**config.mk**
```make
export PLATFORM = sky130hd
export DESIGN_NAME = cwp_top
export DESIGN_NICKNAME = d
export VERILOG_FILES = /design/src/rtl/cwp_grant.v /design/src/rtl/cwp_top.v
export VERILOG_INCLUDE_DIRS = /design/src /design/src/include
export SDC_FILE = /design/constraint.sdc
export NUM_CORES = 2
export LEC_CHECK = 0
export ABC_AREA = 1
export BUFFER_PORTS_ARGS = -buffer_cell sky130_fd_sc_hd__buf_4
export CAP_MARGIN = 25
export CELL_PAD_IN_SITES_DETAIL_PLACEMENT = 1
export CELL_PAD_IN_SITES_GLOBAL_PLACEMENT = 1
export CORE_UTILIZATION = 48
export DETAILED_ROUTE_END_ITERATION = 6
export PLACE_DENSITY = 0.84
export SETUP_SLACK_MARGIN = 0.4
export SYNTH_ARGS = -nofsm -noshare
export SYNTH_HDL_FRONTEND = slang
export SYNTH_SLANG_ARGS = --single-unit
```
**constraint.sdc**
```tcl
create_clock -name ref_clk -period 37.6 [get_ports ref_clk]
set_input_delay 5.64 -clock ref_clk [delete_from_list [all_inputs] [get_ports ref_clk]]
set_output_delay 5.64 -clock ref_clk [all_outputs]
set_load 0.05 [all_outputs]
```
**src/include/cwp_map.vh**
```
// Function
// RL1: Read-only byte reports security level: 00 open, 01 public, 02 user, 03 vendor.
// RL2: Reads of every command are always answered; protection gates writes only.
// RL3: Writes to non-writable commands are refused until a fitting password arrives.
// RL4: Two password classes exist, public and private; public guards accidental changes; the code gates no write on level 1.
// RL5: Host sends the public password before making configuration changes.
// RL6: Correct private password unlocks commands marked non-writable in the mask.
// RL7: User and default stores each keep their own mask and private password.
// RL8: Command cleared in default mask unlocks only with the default private password.
// RL9: Command allowed by default mask but blocked by user mask unlocks with user password.
// RL10: User private password is a 9-byte readable and writable block, bits 71:0.
// RL11: Password strings use the same byte-string layout as identification text.
// RL12: Public password arrives as a 4-byte block, bits 31:0.
// RL13: Protection mask is 256 bits, moved as a 32-byte readable and writable block.
// RL14: Mask bit n of the ascending byte array guards command code n.
// RL15: Every code owns a mask bit, supported or not.
// RL16: Cleared mask bit allows writes only once the level is high enough.
// RL17: Default-store mask is writable only at level 3 or above.
// RL18: User-store mask is writable only at level 2 or above.
// RL19: Public password gives level 1, user private 2, default private 3.
// RL20: Wrong password keeps the level; writes to protected commands are dropped.
`ifndef CWP_MAP_VH
`define CWP_MAP_VH

// ==========================================================
// Command codes
`define CWP_CODE_TIER 8'hfa
`define CWP_CODE_PRIV 8'hfb
`define CWP_CODE_PUB 8'hfc
`define CWP_CODE_MASK 8'hfd

// ==========================================================
// Security levels
`define CWP_LVL_OPEN 2'h0
`define CWP_LVL_PUB 2'h1
`define CWP_LVL_USER 2'h2
`define CWP_LVL_VEND 2'h3

// ==========================================================
// Block lengths in bytes and widths in bits
`define CWP_LEN_PRIV 6'h09
`define CWP_LEN_PUB 6'h04
`define CWP_LEN_MASK 6'h20
`define CWP_LEN_MAX 6'h3f
`define CWP_PRIV_W 72
`define CWP_PUB_W 32
`define CWP_MASK_W 256

// ==========================================================
// Reset contents
`define CWP_MASK_RST {8{32'hffffffff}}
`define CWP_USER_KEY_RST 72'h55_53_45_52_4b_45_59_30_31
`define CWP_DFLT_KEY_RST 72'h44_46_4c_54_4b_45_59_30_31
`define CWP_PUB_KEY_RST 32'h50_55_42_31
`define CWP_BYTE_ZERO 8'h00
`define CWP_TIER_PAD 6'h00

`endif

```
**src/rtl/cwp_grant.v**
```verilog
`timescale 1ns/1ns
`default_nettype none
`include "cwp_map.vh"

// Write-permission decode for one command code
module cwp_grant (
  input wire [7:0] code,
  input wire [1:0] level,
  input wire dflt_sel,
  input wire [`CWP_MASK_W-1:0] usr_mask,
  input wire [`CWP_MASK_W-1:0] dflt_mask,
  output reg allow
);

  reg usr_bit;
  reg dflt_bit;

  // ==========================================================
  // Decision
  always @* begin
    usr_bit = usr_mask[code]; // RL14 RL15
    dflt_bit = dflt_mask[code];
    allow = 1'b0;
    case (code)
      `CWP_CODE_TIER: allow = 1'b0; // RL1
      `CWP_CODE_PRIV: allow = 1'b1;
      `CWP_CODE_PUB: allow = 1'b1; // RL4
      `CWP_CODE_MASK: begin
        // Default mask needs vendor level, user mask needs user level
        if (dflt_sel) begin
          allow = (level >= `CWP_LVL_VEND); // RL17
        end else begin
          allow = (level >= `CWP_LVL_USER); // RL18
        end
      end
      default: begin
        if (!dflt_bit) begin
          allow = (level >= `CWP_LVL_VEND); // RL8 RL16
        end else if (!usr_bit) begin
          allow = (level >= `CWP_LVL_USER); // RL9 RL6
        end else begin
          allow = 1'b1;
        end
      end
    endcase
  end

endmodule

`default_nettype wire

```
**src/rtl/cwp_top.v**
```verilog
`timescale 1ns/1ns
`default_nettype none
`include "cwp_map.vh"

// Command write protection: level, passwords and masks
module cwp_top #(
  parameter [`CWP_PUB_W-1:0] PUB_KEY = `CWP_PUB_KEY_RST,
  parameter [`CWP_PRIV_W-1:0] USER_KEY_RST = `CWP_USER_KEY_RST,
  parameter [`CWP_PRIV_W-1:0] DFLT_KEY_RST = `CWP_DFLT_KEY_RST,
  parameter [`CWP_MASK_W-1:0] MASK_RST = `CWP_MASK_RST
) (
  input wire ref_clk,
  input wire sys_rst,
  input wire xfer_start,
  input wire [7:0] xfer_code,
  input wire xfer_write,
  input wire xfer_byte_valid,
  input wire [7:0] xfer_byte,
  input wire xfer_stop,
  input wire store_dflt,
  input wire rd_req,
  input wire [7:0] rd_code,
  input wire [4:0] rd_index,
  output reg rd_valid,
  output reg rd_hit,
  output reg [7:0] rd_data,
  output reg wr_allow_valid,
  output reg wr_allow,
  output reg key_accept,
  output reg wr_refused,
  output reg [7:0] access_tier
);

  // ==========================================================
  // Transaction states
  localparam [2:0] S_IDLE = 3'b001;
  localparam [2:0] S_COLLECT = 3'b010;
  localparam [2:0] S_APPLY = 3'b100;

  reg [2:0] state;
  reg [2:0] next_state;
  reg [1:0] level;
  reg [1:0] next_level;
  reg [7:0] code_q;
  reg dflt_q;
  reg allow_q;
  reg [5:0] cnt;
  reg [`CWP_MASK_W-1:0] buf_q;
  reg [`CWP_MASK_W-1:0] usr_mask;
  reg [`CWP_MASK_W-1:0] dflt_mask;
  reg [`CWP_PRIV_W-1:0] usr_key;
  reg [`CWP_PRIV_W-1:0] dflt_key;
  reg [`CWP_PUB_W-1:0] pub_last;
  wire grant;

  // ==========================================================
  // Byte picker shared by every block readback
  function [7:0] pick_byte;
    input [`CWP_MASK_W-1:0] vec;
    input [4:0] idx;
    begin
      pick_byte = vec[{idx, 3'b000} +: 8]; // RL11 RL14
    end
  endfunction

  // Length check for a completed block write
  function len_ok;
    input [5:0] got;
    input [5:0] want;
    begin
      len_ok = (got == want);
    end
  endfunction

  // ==========================================================
  // Permission for the code being opened
  // Masks and level are read at the opening byte; a key raised later helps the next write
  cwp_grant u_grant (
    .code(xfer_code),
    .level(level),
    .dflt_sel(store_dflt),
    .usr_mask(usr_mask),
    .dflt_mask(dflt_mask),
    .allow(grant)
  );

  // ==========================================================
  // State sequencing
  always @* begin
    next_state = state;
    case (state)
      S_IDLE: begin
        if (xfer_start && xfer_write) begin
          next_state = S_COLLECT;
        end
      end
      S_COLLECT: begin
        if (xfer_start && !xfer_write) begin
          next_state = S_IDLE;
        end else if (xfer_stop) begin
          next_state = S_APPLY;
        end
      end
      S_APPLY: begin
        next_state = S_IDLE;
      end
      default: begin
        next_state = S_IDLE;
      end
    endcase
  end

  // ==========================================================
  // Level update from received passwords
  // Levels only rise here; a mismatch or a short block leaves it alone
  always @* begin
    next_level = level;
    if (state == S_APPLY && allow_q) begin
      case (code_q)
        `CWP_CODE_PUB: begin
          if (len_ok(cnt, `CWP_LEN_PUB) && buf_q[`CWP_PUB_W-1:0] == PUB_KEY &&
              level < `CWP_LVL_PUB) begin
            next_level = `CWP_LVL_PUB; // RL19 RL12
          end
        end
        `CWP_CODE_PRIV: begin
          if (len_ok(cnt, `CWP_LEN_PRIV)) begin
            if (dflt_q && buf_q[`CWP_PRIV_W-1:0] == dflt_key &&
                level < `CWP_LVL_VEND) begin
              next_level = `CWP_LVL_VEND; // RL19 RL8
            end else if (!dflt_q && buf_q[`CWP_PRIV_W-1:0] == usr_key &&
                         level < `CWP_LVL_USER) begin
              next_level = `CWP_LVL_USER; // RL19 RL9
            end
          end
        end
        default: begin
          next_level = level; // RL20
        end
      endcase
    end
  end

  // ==========================================================
  // Control and level registers
  always @(posedge ref_clk or posedge sys_rst) begin
    if (sys_rst) begin
      state <= S_IDLE;
      level <= `CWP_LVL_OPEN;
      code_q <= `CWP_BYTE_ZERO;
      dflt_q <= 1'b0;
      allow_q <= 1'b0;
      cnt <= 6'h00;
    end else begin
      state <= next_state;
      level <= next_level;
      // A start in the apply cycle is dropped rather than racing the store update
      if (xfer_start && xfer_write && state != S_APPLY) begin
        // Store choice and permission are frozen at the opening byte
        code_q <= xfer_code;
        dflt_q <= store_dflt;
        allow_q <= grant; // RL3
        cnt <= 6'h00;
      end else if (state == S_COLLECT && xfer_byte_valid && cnt != `CWP_LEN_MAX) begin
        cnt <= cnt + 6'h01;
      end
    end
  end

  // ==========================================================
  // Data collection, byte 0 lands in the low bits
  // Bytes past the longest block are counted but dropped
  always @(posedge ref_clk or posedge sys_rst) begin
    if (sys_rst) begin
      buf_q <= {`CWP_MASK_W{1'b0}};
    end else if (state == S_COLLECT && xfer_byte_valid && cnt < `CWP_LEN_MASK) begin
      buf_q[{cnt[4:0], 3'b000} +: 8] <= xfer_byte; // RL11
    end
  end

  // ==========================================================
  // Stores: masks, private keys and last public string
  // Only an exact block length lands; a short or long block changes nothing
  always @(posedge ref_clk or posedge sys_rst) begin
    if (sys_rst) begin
      usr_mask <= MASK_RST;
      dflt_mask <= MASK_RST;
      usr_key <= USER_KEY_RST;
      dflt_key <= DFLT_KEY_RST;
      pub_last <= {`CWP_PUB_W{1'b0}};
    end else if (state == S_APPLY && allow_q) begin
      case (code_q)
        `CWP_CODE_MASK: begin
          if (len_ok(cnt, `CWP_LEN_MASK)) begin
            if (dflt_q) begin
              dflt_mask <= buf_q; // RL13 RL17 RL7
            end else begin
              usr_mask <= buf_q; // RL13 RL18 RL7
            end
          end
        end
        `CWP_CODE_PRIV: begin
          // Already at or above the store's level: the block replaces the key
          if (len_ok(cnt, `CWP_LEN_PRIV)) begin
            if (dflt_q && level == `CWP_LVL_VEND) begin
              dflt_key <= buf_q[`CWP_PRIV_W-1:0]; // RL7
            end else if (!dflt_q && level >= `CWP_LVL_USER) begin
              usr_key <= buf_q[`CWP_PRIV_W-1:0]; // RL10
            end
          end
        end
        `CWP_CODE_PUB: begin
          if (len_ok(cnt, `CWP_LEN_PUB)) begin
            pub_last <= buf_q[`CWP_PUB_W-1:0]; // RL12
          end
        end
        default: begin
          pub_last <= pub_last;
        end
      endcase
    end
  end

  // ==========================================================
  // Write permission answer and outcome pulses
  always @(posedge ref_clk or posedge sys_rst) begin
    if (sys_rst) begin
      wr_allow_valid <= 1'b0;
      wr_allow <= 1'b0;
      wr_refused <= 1'b0;
      key_accept <= 1'b0;
    end else begin
      wr_allow_valid <= xfer_start && xfer_write && state != S_APPLY;
      if (xfer_start && xfer_write && state != S_APPLY) begin
        wr_allow <= grant; // RL16 RL6
      end
      // Dropped write shows only as this pulse, nothing is stored
      // Key pulse and level mirror move on one edge so they can be paired
      wr_refused <= (state == S_APPLY) && !allow_q; // RL20
      key_accept <= (next_level != level); // RL19
    end
  end

  // ==========================================================
  // Readback, always answered whatever the protection
  // Keys read back in clear: the lock guards writes, never reads
  always @(posedge ref_clk or posedge sys_rst) begin
    if (sys_rst) begin
      rd_valid <= 1'b0;
      rd_hit <= 1'b0;
      rd_data <= `CWP_BYTE_ZERO;
    end else begin
      rd_valid <= rd_req; // RL2
      if (rd_req) begin
        rd_hit <= 1'b1;
        case (rd_code)
          `CWP_CODE_TIER: begin
            rd_data <= (rd_index == 5'h00) ? {`CWP_TIER_PAD, level} : `CWP_BYTE_ZERO; // RL1
          end
          `CWP_CODE_PRIV: begin
            if ({1'b0, rd_index} < `CWP_LEN_PRIV) begin
              rd_data <= pick_byte({184'h0, store_dflt ? dflt_key : usr_key}, rd_index);
            end else begin
              rd_data <= `CWP_BYTE_ZERO; // RL10
            end
          end
          `CWP_CODE_PUB: begin
            if ({1'b0, rd_index} < `CWP_LEN_PUB) begin
              rd_data <= pick_byte({224'h0, pub_last}, rd_index);
            end else begin
              rd_data <= `CWP_BYTE_ZERO;
            end
          end
          `CWP_CODE_MASK: begin
            rd_data <= pick_byte(store_dflt ? dflt_mask : usr_mask, rd_index); // RL13
          end
          default: begin
            // Other codes belong to the rest of the register file
            rd_hit <= 1'b0;
            rd_data <= `CWP_BYTE_ZERO;
          end
        endcase
      end else begin
        rd_hit <= 1'b0;
      end
    end
  end

  // ==========================================================
  // Level mirror for status logic
  // Fed from next_level so the new tier is not a cycle behind key_accept
  always @(posedge ref_clk or posedge sys_rst) begin
    if (sys_rst) begin
      access_tier <= `CWP_BYTE_ZERO;
    end else begin
      access_tier <= {`CWP_TIER_PAD, next_level}; // RL1
    end
  end

endmodule

`default_nettype wire

```
# == Yosys cells after proc, flatten, opt, wreduce, memory -nomap -nowiden ==
# Index checks and enable logic that the tools add are counted.
# totals
regBits,978
inputBits,37
out_inout_bits,22
elab_cells,120
# op_classes
addsub,2
order_cmp,9
n_eq_ne,26
shifts,5
mux,29
n_bitwise,2
n_reduce_logical,29
# ops
op,n
variable part select 256 x 9 -> 8 bit,3
bitwise mux 256 bit,1
2-to-1 mux 256 bit,1
variable shift 8 x 10 -> 256 bit (first input constant),1
variable part select 8 x 10 -> 256 bit,1
equality test 72 bit,2
equality test 8 bit (second input constant),11
2-to-1 mux 72 bit,1
equality test 32 x 31 -> 1 bit (second input constant),1
case mux 8 bit (4 select lines),1
binary-select mux 1 bit (select 8 bit),2
logical AND 1 bit,16
2-to-1 mux 8 bit,2
2-to-1 mux 2 bit,6
2-to-1 mux 6 bit,2
AND reduction 4 bit,3
negation 8 -> 10 bit,1
< comparator 8 x 9 -> 1 bit (second input constant),1
2-to-1 mux 3 bit,3
2-to-1 mux 1 bit,7
adder 6 x 1 -> 6 bit (second input constant),1
equality test 6 x 3 -> 1 bit (second input constant),1
equality test 6 x 4 -> 1 bit (second input constant),1
equality test 6 bit (second input constant),1
26 further kinds,32

# == Longest topological paths before layout ==
# logic_depth
word_depth,9
depth_mapped,17
mapped_depth_nobuf,16

# == Hierarchy ==
# From an unflattened synthesis, not the netlist that was laid out.
# unflattened
hier_cells,7799
hier_area_um2,54895.1
# modules_own_cells
module,n_inst,cells_per_inst,area_each_um2,seq_area_each_um2
cwp_top,1,6512,49641.4,25186.7
cwp_grant,1,1287,5253.8,0.0

# == Worst setup path after synthesis ==
# OpenSTA, ideal clock, no wires.
# synth_path
path_type,input-to-reg
startpoint,input port store_dflt
endpoint,register rd_data[2]
setup_time_ps,118
arrival_ps,7035
required_time_ps,37482
slack_ps,30447
cell_stages,11
n_path_buf,4
path_cell_list,buf_2 buf_2 buf_2 buf_2 a21oi_1 o311ai_0 nand2_1 o21ai_0 nand2_1 nand2_1 nand2_1
# synth_between
elab_chain_cells,4
word_cells_on_any_way,6
cone_classes,shift (2); mux (4)
# synth_lines
element,line,source
"start, declared",cwp_top.v:20,"input wire store_dflt,"
2-to-1 mux 72 bit,cwp_top.v:262,"rd_data <= pick_byte({184'h0, store_dflt ? dflt_key : usr_key}, rd_index);"
variable part select 256 x 9 -> 8 bit,cwp_top.v:62,"pick_byte = vec[{idx, 3'b000} +: 8];"
2-to-1 mux 8 bit,cwp_top.v:261,"if ({1'b0, rd_index} < `CWP_LEN_PRIV) begin"
case mux 8 bit (4 select lines) (*),cwp_top.v:256,case (rd_code)
"end signal, assigned",cwp_top.v:258,"rd_data <= (rd_index == 5'h00) ? {`CWP_TIER_PAD, level} : `CWP_BYTE_ZERO;"
"end signal, assigned",cwp_top.v:262,
"end signal, assigned",cwp_top.v:264,rd_data <= `CWP_BYTE_ZERO;
"end, declared",cwp_top.v:26,"output reg [7:0] rd_data,"
# Mark *: on every way between the ends. The rest lies on a longest branch, timed or not.
# A chain may end at the register's enable or synchronous reset.

# == Worst setup path after layout ==
# layout_path
startpoint,input port rd_index[0]
endpoint,register rd_data[0]
# layout_between
elab_chain_cells,3
word_cells_on_any_way,10
cone_classes,order compare (2); shift (3); mux (4); reduce/logical (1)
# layout_lines
element,line,source
"start, declared",cwp_top.v:23,"input wire [4:0] rd_index,"
"variable part select 256 x 9 -> 8 bit, or another cell as far along",cwp_top.v:62,
"2-to-1 mux 8 bit, or another cell as far along",cwp_top.v:268,"if ({1'b0, rd_index} < `CWP_LEN_PUB) begin"
case mux 8 bit (4 select lines) (*),cwp_top.v:256,
"end signal, assigned",cwp_top.v:258,
"end signal, assigned",cwp_top.v:269,"rd_data <= pick_byte({224'h0, pub_last}, rd_index);"
"end signal, assigned",cwp_top.v:271,rd_data <= `CWP_BYTE_ZERO;
# Marks and branches as above.

==> metrics.log <==
INFO  metric worstPathArrival = 9.53 ns
INFO  metric critical-path-slowest-cell = sky130_fd_sc_hd__buf_4
INFO  metric fp.coreArea = 107,000 µm²
INFO  metric area_of_the_mapped_netlist = 52,200 µm²
INFO  metric min_path_type = register to register
INFO  metric clock_sinks = 978
INFO  metric post-synth-top-area-cell = sky130_fd_sc_hd__dfstp_2
INFO  metric ioPinCount = 59
INFO  metric ranking_of_synthesized_cells_by_instance_count = 1,145 x sky130_fd_sc_hd__nand2_1, 1,062 x sky130_fd_sc_hd__inv_1, 807 x sky130_fd_sc_hd__nor2_1, 768 x sky130_fd_sc_hd__o21ai_0, 684 x sky130_fd_sc_hd__a21oi_1
INFO  metric grt_first_pass_wirelength = 341,000 µm
INFO  metric holdWs = 0.486 ns
INFO  metric netlist_top_cells_area = sky130_fd_sc_hd__dfstp_2 29%, sky130_fd_sc_hd__dfrtp_1 20%, sky130_fd_sc_hd__nand2_1 8.2%
INFO  metric cts.path.max_buffers = 3
INFO  metric port_buffers = 52
INFO  metric holdBufCountCts = 0
INFO  metric critPathBufInv = 4
INFO  metric finalSetupViolations = 0
INFO  metric drt-total-wl = 232,000 µm
INFO  metric edff_count_synth = 0
INFO  metric antenna_found_initial = 11
INFO  metric critical_path.cell_chain = buf_6 > clkinv_2 > buf_4 > buf_4 > o21ai_0 > a21oi_1 > o221ai_1 > nand3_1 > nand2_1 > nand2_1 > nand2_1 > o21ai_0 > nand2_1 > nand2_1 > nand2_1
INFO  metric critical_path.max_stage_delay = 0.69 ns
INFO  metric remaining_antenna_violation_count = 0
INFO  metric synth-seq-area-share = 48.3%
INFO  metric proportion_of_layout_cells_with_a_drive_suffix_above_1 = 14.1%
INFO  metric design.final.nets = 6,627
INFO  metric cts_inserted_buffers = 108
INFO  metric slew-limit-headroom = 21.5%
INFO  metric p_total = 2.49 mW
INFO  metric total_routing_resource_utilization_after_global_routing = 41.9%
INFO  metric route.detailed.wl_per_inst = 28.7 µm
INFO  metric routability_congestion_estimate_from_global_placement = approximately 1.0
INFO  metric dp_slack = between 20 and 30 ns
INFO  metric timing.critical_path.from_type = primary input
INFO  metric post-cts-setup-buffer-count = 0
INFO  metric width_of_the_die = 332 µm
INFO  metric vias = roughly 50,000
INFO  metric grt_pass1_vias = 51,200
INFO  metric fp.dieH = 332 µm
INFO  metric most_common_cell_in_the_synthesized_netlist = sky130_fd_sc_hd__nand2_1
INFO  metric post_cts_resize_count = 0
INFO  metric fin_tns_setup = 0 ns
INFO  metric vias_per_cell = 6.19
INFO  metric timing.clock.skew = 0.0480 ns
INFO  metric drc = 0
INFO  metric worst_skew_pair.late_latency = 0.74 ns
INFO  metric critical_path_class = primary input to register
INFO  metric netlist_instances = ~6,700
INFO  metric vdd_drop_max = 43.3 µV
INFO  metric critical-path-top-cell-by-count = sky130_fd_sc_hd__nand2_1
INFO  metric drt_iter0_markers = 5,552
INFO  metric tritoncts = built
INFO  metric max_cap_viol_count = 0
INFO  metric rsz0062_at_grt = no
INFO  metric end_kind = register
INFO  metric final_core_util = 53.1%
INFO  metric final_hold_fails = 0
INFO  metric timing_max_transition_violations_final = 0
INFO  metric synth-main-ff-cell = sky130_fd_sc_hd__dfstp_2
INFO  metric first_drt_pass_iteration_count = 6
INFO  metric share_of_the_synthesized_area_in_the_top_cell_type = ~29%
INFO  metric yosys_register_bits = 978
INFO  metric timing.fmax = between 100 and 150 MHz
INFO  metric critical_path_peak_fanout = 57
INFO  metric pin_count_of_the_biggest_net_entering_global_routing = 184
INFO  metric htreeDepth = 3
INFO  metric yosysUniqueCellTypes = 50
INFO  metric postSynthAreaPerCell = about 7.7 µm²
INFO  metric worst_path_required = 38.20 ns
INFO  metric placement_rows = 120
INFO  metric cellLeakagePower = between 20 and 30 nW
INFO  metric layout_min_cycle_time = 8.94 ns
INFO  metric worst_margin_slew = roughly 1.2 ns
INFO  metric async_reset_ff_share = 100%
INFO  metric placed_wire_length_estimate = 158,000 µm
INFO  metric fin_crit_sh = 23.8%
INFO  metric yosysWarningCount = 0
INFO  metric layout-area-overhead-vs-synth = 9.31%
INFO  metric layout_setup_ws = 28.66 ns
INFO  metric result_of_the_run = complete, no violations
INFO  metric critical-path-top-delay-family = buffers and inverters
INFO  metric start_util = around half
INFO  metric floorplan.die_area = 110,000 µm²
INFO  metric clock_pin_slew_reported_for_the_worst_setup_and_hold_paths_after_clock_tree_synthesis = 0.06 ns
INFO  metric powerDensity = roughly 44 nW/µm²
INFO  metric gr-total-overflow = 0
INFO  metric clk_root_buffer_cell = sky130_fd_sc_hd__clkbuf_16
where the power goes:
group	switching (mW)	total [mW]	internal (mW)	leakage [nW]
sequential	0.0196	1.08	1.06	11.5
combinational	0.220	0.267	0.0475	13.4
clock	0.473	1.14	0.669	1.86
per-stage QoR:
step | instances | cell area (µm²)
5_1_grt | 8083 | 57000
3_5_place_dp | 7875 | 53200
6_report | 8088 | 57000
3_3_place_gp | 7871 | 53100
4_1_cts | 8080 | 56900
2_1_floorplan | 6744 | 52200
routing by layer:
layer	part of all wire, %	vias up	wire (µm)	global-route usage, %
li1	-	21300	-	-
met1	37	25100	86000	50.7
met2	44	2667	102000	63.5
met3	9.4	918	21900	10.2
met4	9.8	6	22700	34.9
met5	0.021	-	48	0
worst reg2reg max path: cells and delay by family, from the launching register on:
kind	cells	cell delay, ns
buffers and inverters	7	2.90
and+or+nand+nor	5	0.86
DFF	1	0.72
adders and majority gates	1	0.26
AOI/OAI and AO/OA	1	0.19
area by class of cell:
cell class                      count  area (µm²)
Fill cell                       13200       50300
Inverter                         1084        4080
Antenna cell                        5        12.5
Sequential cell                   978       25200
Clock inverter                     47         588
Tap cell                         1403        1760
Timing Repair Buffer              125        1100
Clock buffer                      158        3180
Multi-Input combinational cell   4288       21100
logic make-up after synthesis:
kind of cell / synth area share [%]
simple gates: 18.1
compound gates: 17.4
buf+inv: 11.4
flops: 48.3
mux: 4.05
xor+xnor: 0.638
fa+ha+maj: 0.120
other cells: 0.00719
final timing paths:
kind	from	to	slack (ns)	cells past startpoint
worst min register to register	usr_key[3]	usr_key[3]	0.49	2
max in group asynchronous	sys_rst	usr_key[68]	29.40	6
worst min-delay path	usr_key[3]	usr_key[3]	0.49	2
worst max-delay path	rd_index[0]	rd_data[0]	28.66	15
min in group asynchronous	sys_rst	buf_q[147]	5.08	2
worst max register to register	cnt[0]	usr_mask[176]	32.62	14
state kept, by name, summed over array words and instances, names as in the netlist:
name,cells
code_q,8
rd_valid,1
wr_refused,1
dflt_key,72
cnt,6
wr_allow_valid,1
dflt_mask,256
wr_allow,1
rd_hit,1
usr_key,72
rd_data,8
key_accept,1
pub_last,32
buf_q,256
usr_mask,256
state,3
dflt_q,1
access_tier,2
cells in the final DEF, fill, tap and decap left out, types with 12 or more instances in the layout:
master and count:
sky130_fd_sc_hd__nand2_1 1141, sky130_fd_sc_hd__inv_1 1059, sky130_fd_sc_hd__nor2_1 805, sky130_fd_sc_hd__o21ai_0 768
sky130_fd_sc_hd__a21oi_1 684, sky130_fd_sc_hd__dfstp_2 570, sky130_fd_sc_hd__dfrtp_1 408, sky130_fd_sc_hd__nand3_1 255
sky130_fd_sc_hd__mux2i_1 203, sky130_fd_sc_hd__buf_4 113, sky130_fd_sc_hd__clkbuf_16 111, sky130_fd_sc_hd__o22ai_1 62
sky130_fd_sc_hd__o211ai_1 57, sky130_fd_sc_hd__nand4_1 49, sky130_fd_sc_hd__o31ai_1 30, sky130_fd_sc_hd__xor2_1 29
sky130_fd_sc_hd__clkinv_2 27, sky130_fd_sc_hd__a221oi_1 27, sky130_fd_sc_hd__clkbuf_1 24, sky130_fd_sc_hd__clkbuf_8 23
sky130_fd_sc_hd__o21ai_1 21, sky130_fd_sc_hd__o221ai_1 20, sky130_fd_sc_hd__nor4_1 18, sky130_fd_sc_hd__inv_2 14
sky130_fd_sc_hd__nor3_1 13, sky130_fd_sc_hd__nor2_4 12, sky130_fd_sc_hd__bufinv_16 12
Note: power is estimated with default switching activity, not from simulation.
